`config.mk`:
```
export PLATFORM = sky130hd
export DESIGN_NAME = srx_exit_seq
export DESIGN_NICKNAME = d
export VERILOG_FILES = /design/src/shared/srx_pkg.sv /design/src/hw/srx_exit_seq.sv
export VERILOG_INCLUDE_DIRS = /design/src /design/src/shared
export SDC_FILE = /design/constraint.sdc
export NUM_CORES = 1
export LEC_CHECK = 0
export ABC_AREA = 0
export BUFFER_PORTS_ARGS = -buffer_cell sky130_fd_sc_hd__buf_2
export CAP_MARGIN = 20
export CORE_AREA = 2 2 619 621
export CTS_CLUSTER_DIAMETER = 120
export CTS_CLUSTER_SIZE = 20
export DETAILED_ROUTE_END_ITERATION = 6
export DIE_AREA = 0 0 621 623
export GPL_ROUTABILITY_DRIVEN = 0
export HOLD_SLACK_MARGIN = 0.05
export MAX_ROUTING_LAYER = met4
export SLEW_MARGIN = 20
export SYNTH_ARGS = -nofsm -noshare
export SYNTH_HDL_FRONTEND = slang
export SYNTH_SLANG_ARGS = --single-unit
export TNS_END_PERCENT = 100
```
`constraint.sdc`:
```
create_clock -name i_sys_clk -period 2.91 [get_ports i_sys_clk]
set_input_delay 0.291 -clock i_sys_clk [delete_from_list [all_inputs] [get_ports i_sys_clk]]
set_output_delay 0.291 -clock i_sys_clk [all_outputs]
set_load 0.005 [all_outputs]
```
`src/shared/srx_regs.svh`:
```
// constants for the secure region exit sequencer
// assumes 64-bit linear addresses and a 48-bit implemented virtual range
`ifndef SRX_REGS_SVH
`define SRX_REGS_SVH

// implemented virtual address bits, canonical check covers the top implemented bit and all bits above it
`define SRX_VA_BITS            48
// error code carried by every general protection fault of the exit leaf
`define SRX_GP_ERR_CODE        32'h0000_0000
// field positions inside user_flow_protect_cfg
`define SRX_CFG_SHSTK_BIT      0
`define SRX_CFG_ENDBR_BIT      2
`define SRX_CFG_SUPPRESS_BIT   10
`define SRX_CFG_BRANCH_TARGET_A_BIT    11
// reset values
`define SRX_RST_ADDR           64'h0000_0000_0000_0000
`define SRX_RST_CODE           32'h0000_0000

`endif

```
`src/shared/srx_pkg.sv`:
```
// types for the secure region exit sequencer
// constants live in srx_regs.svh
package srx_pkg;

  // one data segment register, visible and hidden parts
  typedef struct packed {
    logic [15:0] selector;
    logic [63:0] base;
    logic [31:0] limit;
    logic [11:0] access;
  } srx_seg_t;

  // state captured at region entry, held by the core
  typedef struct packed {
    srx_seg_t    fs;
    srx_seg_t    gs;
    logic [63:0] ext_feature_ctrl_reg;
    logic        trap_flag;
    logic [63:0] user_flow_protect_cfg;
    logic [63:0] shadow_stack_pointer;
  } srx_saved_t;

  // feature and control bits sampled at the exit request
  typedef struct packed {
    logic os_ext_save_enable;
    logic cap_prev_shadow;
    logic cap_branch_track;
    logic cap_shadow_stack;
    logic cr_flow_protect_en;
    logic monitor_trap_flag;
  } srx_ctrl_t;

  // sequencer states
  typedef enum logic [0:0] {
    SRX_IDLE,
    SRX_MEM
  } srx_state_t;

endpackage

```
`src/hw/srx_exit_seq.sv`:
```
// secure region exit sequencer: checks the exit target, writes the thread
// control struct, then commits the restored outer state in one cycle.
// assumes saved copies and control inputs stay stable from request to done.
//
// Behaviour
// 64-bit mode: noncanonical target gives fault zero
// otherwise target above segment limit gives fault
// keep old pointer copy, load target
// return async exit pointer in counter register
// restore both data segments from saved copies
// reload extension control only when save enabled
// reload trap flag from saved value
// trap flag set pends single-step debug exception
// monitor trap control pends trap exit
// record shadow pointer into previous-pointer field
// restore user flow-protect configuration when supported
// restore shadow stack pointer when supported
// tracking enabled: await branch target, clear suppress
// clear region flag, mark thread inactive
// flush linear context at sequence end
// exit outside region gives fault zero
// faulting memory access raises page fault
// unsuppress breakpoints, trap, records, monitoring
// all faults checked before any commit
`timescale 1ns/1ps
`include "srx_regs.svh"

module srx_exit_seq
  import srx_pkg::*;
(
  // clock and reset
  input  wire logic        i_sys_clk,
  input  wire logic        i_rst_n,
  // leaf issue and region entry
  input  wire logic        i_exit_req,
  input  wire logic        i_region_enter,
  input  wire logic [63:0] i_target_addr,
  input  wire logic        i_mode64,
  input  wire logic [31:0] i_cs_limit,
  input  wire logic [63:0] i_cur_instr_ptr,
  // saved state and controls
  input  wire srx_saved_t  i_saved,
  input  wire srx_ctrl_t   i_ctrl,
  input  wire logic [63:0] i_async_exit_ptr,
  input  wire logic [63:0] i_cur_shadow_ptr,
  input  wire logic [63:0] i_cur_flow_cfg,
  // thread control struct write port
  output logic             o_mem_req,
  output logic             o_mem_store_prev,
  output logic [63:0]      o_mem_prev_shadow,
  input  wire logic        i_mem_ack,
  input  wire logic        i_mem_fault,
  input  wire logic [31:0] i_mem_fault_code,
  // restored architectural state
  output logic [63:0]      o_instr_ptr,
  output logic [63:0]      o_branch_rec_ip,
  output logic [63:0]      o_counter_reg,
  output srx_seg_t         o_fs,
  output srx_seg_t         o_gs,
  output logic [63:0]      o_ext_feature_ctrl_reg,
  output logic             o_ext_feature_wr,
  output logic             o_trap_flag,
  output logic [63:0]      o_user_flow_protect_cfg,
  output logic             o_flow_cfg_wr,
  output logic [63:0]      o_shadow_stack_pointer,
  output logic             o_shadow_wr,
  output logic             o_region_mode_flag,
  // events
  output logic             o_debug_pend,
  output logic             o_mtf_exit_pend,
  output logic             o_unsuppress,
  output logic             o_flush_linear,
  output logic             o_done,
  output logic             o_gp_fault,
  output logic             o_pf_fault,
  output logic [31:0]      o_fault_code
);

  // sequencer registers
  srx_state_t  state_q, state_d;      // current step
  logic [63:0] target_q;              // latched exit target
  logic [63:0] rec_ip_q;              // pointer copy for branch record
  logic        store_prev_q;          // previous-pointer write wanted
  logic        region_q;              // region mode flag

  // fault decode, evaluated only when a request is taken
  wire logic        upper_same  = (i_target_addr[63:`SRX_VA_BITS-1] == '0) ||
                                  (i_target_addr[63:`SRX_VA_BITS-1] == '1);
  wire logic        bad_canon   = i_mode64 && !upper_same;
  wire logic        bad_limit   = !i_mode64 && (i_target_addr > {32'h0, i_cs_limit});
  wire logic        not_inside  = !region_q;
  wire logic        gp_hit      = not_inside || bad_canon || bad_limit;
  wire logic        take        = (state_q == SRX_IDLE) && i_exit_req;
  wire logic        go_mem      = take && !gp_hit;
  wire logic        mem_ok      = (state_q == SRX_MEM) && i_mem_ack && !i_mem_fault;
  wire logic        mem_bad     = (state_q == SRX_MEM) && i_mem_ack && i_mem_fault;
  // previous pointer only with the capability and shadow stacks on
  wire logic        want_prev   = i_ctrl.cap_prev_shadow &&
                                  i_cur_flow_cfg[`SRX_CFG_SHSTK_BIT];
  // narrow mode keeps only a 32-bit copy of the current pointer
  wire logic [63:0] ip_copy     = i_mode64 ? i_cur_instr_ptr :
                                             {32'h0, i_cur_instr_ptr[31:0]};
  // flow-protect restore and branch_target_a update
  wire logic        flow_sup    = i_ctrl.cap_branch_track || i_ctrl.cap_shadow_stack;
  wire logic        track_on    = i_ctrl.cr_flow_protect_en &&
                                  i_saved.user_flow_protect_cfg[`SRX_CFG_ENDBR_BIT];
  logic      [63:0] flow_cfg;

  // when tracking is on, branch_target_a forced to awaiting_branch_target, suppress cleared
  always_comb begin
    flow_cfg = i_saved.user_flow_protect_cfg;
    if (track_on) begin
      flow_cfg[`SRX_CFG_BRANCH_TARGET_A_BIT]  = 1'b1;
      flow_cfg[`SRX_CFG_SUPPRESS_BIT] = 1'b0;
    end
  end

  // next step
  always_comb begin
    state_d = state_q;
    unique case (state_q)
      SRX_IDLE: begin
        if (go_mem) begin
          state_d = SRX_MEM;
        end
      end
      SRX_MEM: begin
        if (i_mem_ack) begin
          state_d = SRX_IDLE;
        end
      end
    endcase
  end

  // step register and request latch
  always_ff @(posedge i_sys_clk) begin
    if (!i_rst_n) begin
      state_q      <= SRX_IDLE;
      target_q     <= `SRX_RST_ADDR;
      rec_ip_q     <= `SRX_RST_ADDR;
      store_prev_q <= 1'b0;
    end else begin
      state_q <= state_d;
      if (go_mem) begin
        target_q     <= i_target_addr;
        rec_ip_q     <= ip_copy;
        store_prev_q <= want_prev;
      end
    end
  end

  // region flag: entry sets, successful exit clears
  always_ff @(posedge i_sys_clk) begin
    if (!i_rst_n) begin
      region_q <= 1'b0;
    end else if (mem_ok) begin
      region_q <= 1'b0;
    end else if (i_region_enter) begin
      region_q <= 1'b1;
    end
  end

  // thread struct write: inactive state plus optional previous pointer;
  // a fault here leaves all registers untouched since commit waits for an ack without fault
  always_ff @(posedge i_sys_clk) begin
    if (!i_rst_n) begin
      o_mem_req         <= 1'b0;
      o_mem_store_prev  <= 1'b0;
      o_mem_prev_shadow <= `SRX_RST_ADDR;
    end else if (go_mem) begin
      o_mem_req         <= 1'b1;
      o_mem_store_prev  <= want_prev;
      o_mem_prev_shadow <= i_cur_shadow_ptr;
    end else if (i_mem_ack) begin
      o_mem_req         <= 1'b0;
      o_mem_store_prev  <= 1'b0;
    end
  end

  // commit of pointers, counter and segments, only after a clean write
  always_ff @(posedge i_sys_clk) begin
    if (!i_rst_n) begin
      o_instr_ptr     <= `SRX_RST_ADDR;
      o_branch_rec_ip <= `SRX_RST_ADDR;
      o_counter_reg   <= `SRX_RST_ADDR;
      o_fs            <= '0;
      o_gs            <= '0;
    end else if (mem_ok) begin
      o_instr_ptr     <= target_q;
      o_branch_rec_ip <= rec_ip_q;
      o_counter_reg   <= i_async_exit_ptr;
      o_fs            <= i_saved.fs;
      o_gs            <= i_saved.gs;
    end
  end

  // commit of extension, trap and flow-protect state
  always_ff @(posedge i_sys_clk) begin
    if (!i_rst_n) begin
      o_ext_feature_ctrl_reg  <= `SRX_RST_ADDR;
      o_ext_feature_wr        <= 1'b0;
      o_trap_flag             <= 1'b0;
      o_user_flow_protect_cfg <= `SRX_RST_ADDR;
      o_flow_cfg_wr           <= 1'b0;
      o_shadow_stack_pointer  <= `SRX_RST_ADDR;
      o_shadow_wr             <= 1'b0;
    end else begin
      o_ext_feature_wr <= mem_ok && i_ctrl.os_ext_save_enable;
      o_flow_cfg_wr    <= mem_ok && flow_sup;
      o_shadow_wr      <= mem_ok && flow_sup && i_ctrl.cap_shadow_stack;
      if (mem_ok && i_ctrl.os_ext_save_enable) begin
        o_ext_feature_ctrl_reg <= i_saved.ext_feature_ctrl_reg;
      end
      if (mem_ok) begin
        o_trap_flag <= i_saved.trap_flag;
      end
      if (mem_ok && flow_sup) begin
        o_user_flow_protect_cfg <= flow_cfg;
      end
      if (mem_ok && flow_sup && i_ctrl.cap_shadow_stack) begin
        o_shadow_stack_pointer <= i_saved.shadow_stack_pointer;
      end
    end
  end

  // completion events, each a one-cycle pulse
  always_ff @(posedge i_sys_clk) begin
    if (!i_rst_n) begin
      o_debug_pend    <= 1'b0;
      o_mtf_exit_pend <= 1'b0;
      o_unsuppress    <= 1'b0;
      o_flush_linear  <= 1'b0;
      o_done          <= 1'b0;
    end else begin
      o_debug_pend    <= mem_ok && i_saved.trap_flag;
      o_mtf_exit_pend <= mem_ok && i_ctrl.monitor_trap_flag;
      o_unsuppress    <= mem_ok;
      o_flush_linear  <= mem_ok;
      o_done          <= mem_ok;
    end
  end

  // fault reporting; gp decided at request, page fault on write ack
  always_ff @(posedge i_sys_clk) begin
    if (!i_rst_n) begin
      o_gp_fault   <= 1'b0;
      o_pf_fault   <= 1'b0;
      o_fault_code <= `SRX_RST_CODE;
    end else begin
      o_gp_fault <= take && gp_hit;
      o_pf_fault <= mem_bad;
      if (take && gp_hit) begin
        o_fault_code <= `SRX_GP_ERR_CODE;
      end else if (mem_bad) begin
        o_fault_code <= i_mem_fault_code;
      end
    end
  end

  assign o_region_mode_flag = region_q;
endmodule

```
* Word-level counts from Yosys, hierarchy flattened
Index checks and enable logic that the tools add are counted.
** Word-level totals
- Bits in registers :: 869
- Bits in latches :: 0
- Output and inout bits :: 742
- Memory bits (writable) :: 0
- Memories :: 0
- ROM bits :: 0
- Bits of input ports :: 838
** Cells by class
- Add/sub/neg operators :: 0
- Reductions and logical operators :: 28
- Mux-type cells :: 8
- $lt $le $gt $ge :: 1
- $mul :: 0
- Equal/unequal tests :: 1
- Shift-type cells :: 0
- Bitwise operators :: 2
- Divide/modulo/power cells :: 0
** Operators with widths (number)
- 64-bit by 32-bit > comparator with 1-bit output :: 1
- 64-bit two-way mux :: 1
- 17-bit == test, second input constant :: 1
- 17-bit zero test :: 1
- 1-bit logical AND :: 15
- 1-bit zero test :: 5
- 1-bit two-way mux :: 5
- 1-bit logical OR :: 4
- 2-bit OR reduction :: 2
- 2-bit two-way mux :: 1
- 1-bit NOT :: 2
- 1-bit one-hot mux with 2 select lines :: 1
- 2-bit nonzero test :: 1

* Longest topological paths before layout
- Depth after elaboration :: 10
- Gate-level depth with buffers :: 12

* Least setup slack after synthesis
No wires, ideal clock.
- Path kind :: input to register
- Start point :: in i_cs_limit[25]
- End point :: reg o_mem_prev_shadow[31]
- Cell stages on the path :: 12
- Arrival time :: 2.352 ns
- Library setup time :: 0.072 ns
- Path slack :: 0.487 ns
- Cells stage by stage :: inv_1 ha_1 a21o_1 a221o_1 a221oi_1 o211ai_1 o21ai_2 and2_1 buf_4 buf_8 buf_8 mux2i_1
** Between the ends
- Word-level cells in the longest chain between the ends :: 5
** RTL lines
- from (decl) :: line srx_exit_seq.sv:39 : input wire logic [31:0] i_cs_limit,
- 64-bit by 32-bit > comparator with 1-bit output :: line srx_exit_seq.sv:90 : wire logic bad_limit = !i_mode64 && (i_target_addr > {32'h0, i_cs_limit});
- 1-bit logical AND :: line srx_exit_seq.sv:90
- 1-bit logical OR :: line srx_exit_seq.sv:92 : wire logic gp_hit = not_inside || bad_canon || bad_limit;
- 1-bit zero test :: line srx_exit_seq.sv:94 : wire logic go_mem = take && !gp_hit;
- 1-bit logical AND :: line srx_exit_seq.sv:94
- to (signal assigned) :: line srx_exit_seq.sv:169 : o_mem_prev_shadow <= `SRX_RST_ADDR;
- to (signal assigned) :: line srx_exit_seq.sv:173 : o_mem_prev_shadow <= i_cur_shadow_ptr;
- to (decl) :: line srx_exit_seq.sv:50 : output logic [63:0] o_mem_prev_shadow,
No other way between the ends.
A chain may end at the register's enable or synchronous reset.

* Worst setup path in the final report
- Start point :: in i_target_addr[31]
- End point :: reg o_fault_code[31]
** Between the ends
- Word-level cells in the longest chain between the ends :: 5
** RTL lines
- from (decl) :: line srx_exit_seq.sv:37 : input wire logic [63:0] i_target_addr,
- 64-bit by 32-bit > comparator with 1-bit output :: line srx_exit_seq.sv:90
- 1-bit logical AND :: line srx_exit_seq.sv:90
- 1-bit logical OR :: line srx_exit_seq.sv:92
- 1-bit logical AND :: line srx_exit_seq.sv:252 : if (take && gp_hit) begin
- 2-bit OR reduction (no line)
- to (signal assigned) :: line srx_exit_seq.sv:248 : o_fault_code <= `SRX_RST_CODE;
- to (signal assigned) :: line srx_exit_seq.sv:253 : o_fault_code <= `SRX_GP_ERR_CODE;
- to (signal assigned) :: line srx_exit_seq.sv:255 : o_fault_code <= i_mem_fault_code;
- to (decl) :: line srx_exit_seq.sv:76 : output logic [31:0] o_fault_code
No other way between the ends.

==> impl_metrics.json <==
{
  "clk_pin_slew_ns": 0.09,
  "postRouteAntennaNets": 0,
  "maxSlewHeadroom_pct": 30.5,
  "cp.arrival_ns": 3.55,
  "insertion_delay_ns": 0.81,
  "worstSetupStartpoint": "i_target_addr[31]",
  "grt_use_total_pct": 15.3,
  "cp_max_fo": 33,
  "setup_violations": 0,
  "h-tree-depth": 2,
  "cp-end-kind": "register",
  "status": "finished clean",
  "p_seq_share_pct": 49.7,
  "ff2ff_setup_slack_ns": 0.32,
  "grt_pass1_vias": 35300,
  "reg2regPathDepth": 7,
  "fin_util_pct": 14.6,
  "syn-instance-count": 3847,
  "die_h_um": 623,
  "period_share_pct": 97.9,
  "ir_drop_uv": 525,
  "via_count": 37200,
  "switching_power_mw": 6.68,
  "viasPerCell": 3.31,
  "report.final.slew_viol_count": 0,
  "final_cell_count_no_fill": 11300,
  "cts_tree": "yes",
  "synthToLayoutAreaGrowth_pct": 77.1,
  "hold_path_depth": 4,
  "worst_slew_pin_slew_ns": 1.04,
  "ys_ff_latch": 869,
  "drv_cap": 0,
  "yosysSeqAreaShare_pct": 55.4,
  "drtPass1Iterations": 6,
  "start_util_pct": 8.25,
  "postPlaceCellArea_um2": 45100,
  "clock_skew_ns": 0.0654,
  "intPower_mw": 17.5,
  "overflow": 0,
  "core_area_um2": 381000,
  "holdWs_ns": 0.208,
  "finalCriticalPeriod_ns": 2.85,
  "switching_share_pct": 27.7,
  "numPortBuffers": 1516,
  "reg_top3": "o_fs (124), o_gs (124)",
  "pwr-share-comb_pct": 10.8,
  "postSynthAreaPerCell_um2": 8.16,
  "fmax_ghz": 0.351,
  "final_cell_area_um2": 55600,
  "hold_start": "i_mode64",
  "power_density_nw_per_um2": 434,
  "dp.cells": 10200,
  "worst_hold_path_type": "input pin to register",
  "dieWidth_um": 621,
  "start_kind": "input pin",
  "fp-row-count": 227,
  "drive_gt1_share_pct": 28.6,
  "numCtsBuffers": 61,
  "place_hpwl_mm": 258,
  "netlist_area_um2": 31400,
  "nNetsFinal": 6914,
  "path_class": "input pin to register",
  "power_mw": 24.1,
  "wire_per_inst_um": 26.7,
  "grt_max_degree": 124,
  "drc": 0,
  "timing.rr.start": "state_q$_SDFF_PN0_",
  "drt_wl_total_mm": 301,
  "grt_pass1_wl_mm": 374,
  "io_pins": 1580,
  "antenna_found_initial": 246,
  "required_ns": 3.61,
  "drt_iter0_drc": 3318,
  "hold_viol_final": 0,
  "die-area_um2": 387000,
  "clkPwrFrac_pct": 39.5,
  "ys.warnings.count": 0,
  "clk_path_buf_depth": 3,
  "cts_sinks": 869,
  "syn_nets": 4717,
  "clockRootBuffer": "clkbuf_16",
  "power_leakage_nw": 22.2,
  "synthDistinctLibCells": 39
}
[cells in the mapped netlist, drive strengths merged]
| cell | instances | share of area [%] |
|---|---|---|
| ha | 32 | 1.3 |
| a221oi | 2 | 0.056 |
| o211ai | 3 | 0.072 |
| nand2 | 1608 | 19 |
| inv | 35 | 0.42 |
| nor4 | 8 | 0.16 |
| a21oi | 641 | 10 |
| a21boi | 1 | 0.024 |
| and4 | 2 | 0.056 |
| dfxtp | 869 | 55 |
| nand3 | 6 | 0.096 |
| o31a | 1 | 0.028 |
| nor3b | 1 | 0.024 |
| a221o | 2 | 0.064 |
| a21o | 4 | 0.096 |
| a41oi | 1 | 0.028 |
| nor2b | 3 | 0.060 |
| and3 | 4 | 0.080 |
| o21ai | 54 | 0.87 |
| clkbuf | 266 | 3.2 |
| o21a | 2 | 0.048 |
| or2 | 1 | 0.020 |
| nor3 | 36 | 0.57 |
| buf | 26 | 1.1 |
| nor2 | 10 | 0.12 |
| nand3b | 1 | 0.024 |
| nand4 | 44 | 0.88 |
| and4b | 1 | 0.032 |
| mux2i | 176 | 5.6 |
| or3 | 1 | 0.020 |
| and2 | 5 | 0.10 |
| a311oi | 1 | 0.048 |
[through the flow]
step	TNS (ns)	setup WS, ns
finish	0	0.0602
global route	-0.0543	-0.0543
CTS	0	0.0327
detailed placement	-2.93	-0.0804
global placement	-0.850	-0.0266
floorplan	0	0.487
[cells in the final DEF, fill, tap and decap left out, drive strengths merged, types with 8 or more instances in the layout]
cell and count:
buf 1630, mux2i 176, dlygate4sd3 794, clkinv 10
o21ai 54, nor4 8, nand4 44, nor2 10
clkbuf 68, a21oi 641, nor3 36, dfxtp 869
nand2 1608, inv 48, ha 32, diode 147
[timing repair]
| item | 4_1_cts | 5_1_grt |
|---|---|---|
| buffers inserted | 0 | 19 |
| hold buffers | 794 | 0 |
| endpoints found under the setup margin | 0 | 21 |
| endpoints found under the hold margin | 748 | 0 |
| resized for setup | 0 | 10 |
[power groups by stage]
stage	clock (mW)	sequential (mW)	combinational [mW]
2_1_floorplan	0	12.3	0.485
3_3_place_gp	0	12.3	1.44
3_5_place_dp	0	12.3	1.45
4_1_cts	9.96	12.0	2.61
5_1_grt	10.3	12.0	2.76
6_report	9.54	12.0	2.60
[cell families (layout without fill, tap and decap cells)]
group           Yosys count  count (layout)  share of synthesized area, %
compound gates          712             712                          11.5
fa+ha+maj                32              32                          1.27
buf+inv                 327            2553                          4.72
flops                   869             869                          55.4
mux                     176             176                          5.61
other cells               0             147                             0
simple gates           1731            1731                          21.5
[layer usage]
metal  global-route usage, %  part of all wire (%)  vias up
li1                        -                     -    17000
met3                    9.04                    14      600
met2                    24.2                    46     2007
met1                    14.9                    35    17600
met5                       -                     0        -
met4                    6.95                   5.6        0
[worst max-delay path, stage by stage]
cell and delay [ns]:
dlygate4sd3_1 0.53, buf_2 0.13, ha_1 0.31, and4_1 0.27
nand4_1 0.19, nor3_2 0.20, o31a_1 0.22, o21ai_4 0.07
buf_4 0.16, a311oi_4 0.29, buf_12 0.23, nor3_1 0.08
dlygate4sd3_1 0.55
[path summary, 6_finish.rpt]
path | end
max reg2reg | o_user_flow_protect_cfg[10]$_SDFFE_PN0P_
min reg2reg | o_counter_reg[13]$_SDFFE_PN0P_
min | rec_ip_q[56]$_SDFFE_PN0P_
max | o_fault_code[31]$_SDFFE_PP0P_
[final cells by class]
type | instances | area [um2]
clock buffers | 66 | 1580
multi-input cells | 2651 | 12600
fillers | 43500 | 325000
repair buffers | 2426 | 16800
flip-flops and latches | 869 | 17400
inverters | 35 | 139
diodes | 147 | 368
clock inverters | 26 | 372
well taps | 5038 | 6300
Power figures use the tool's default switching activity.
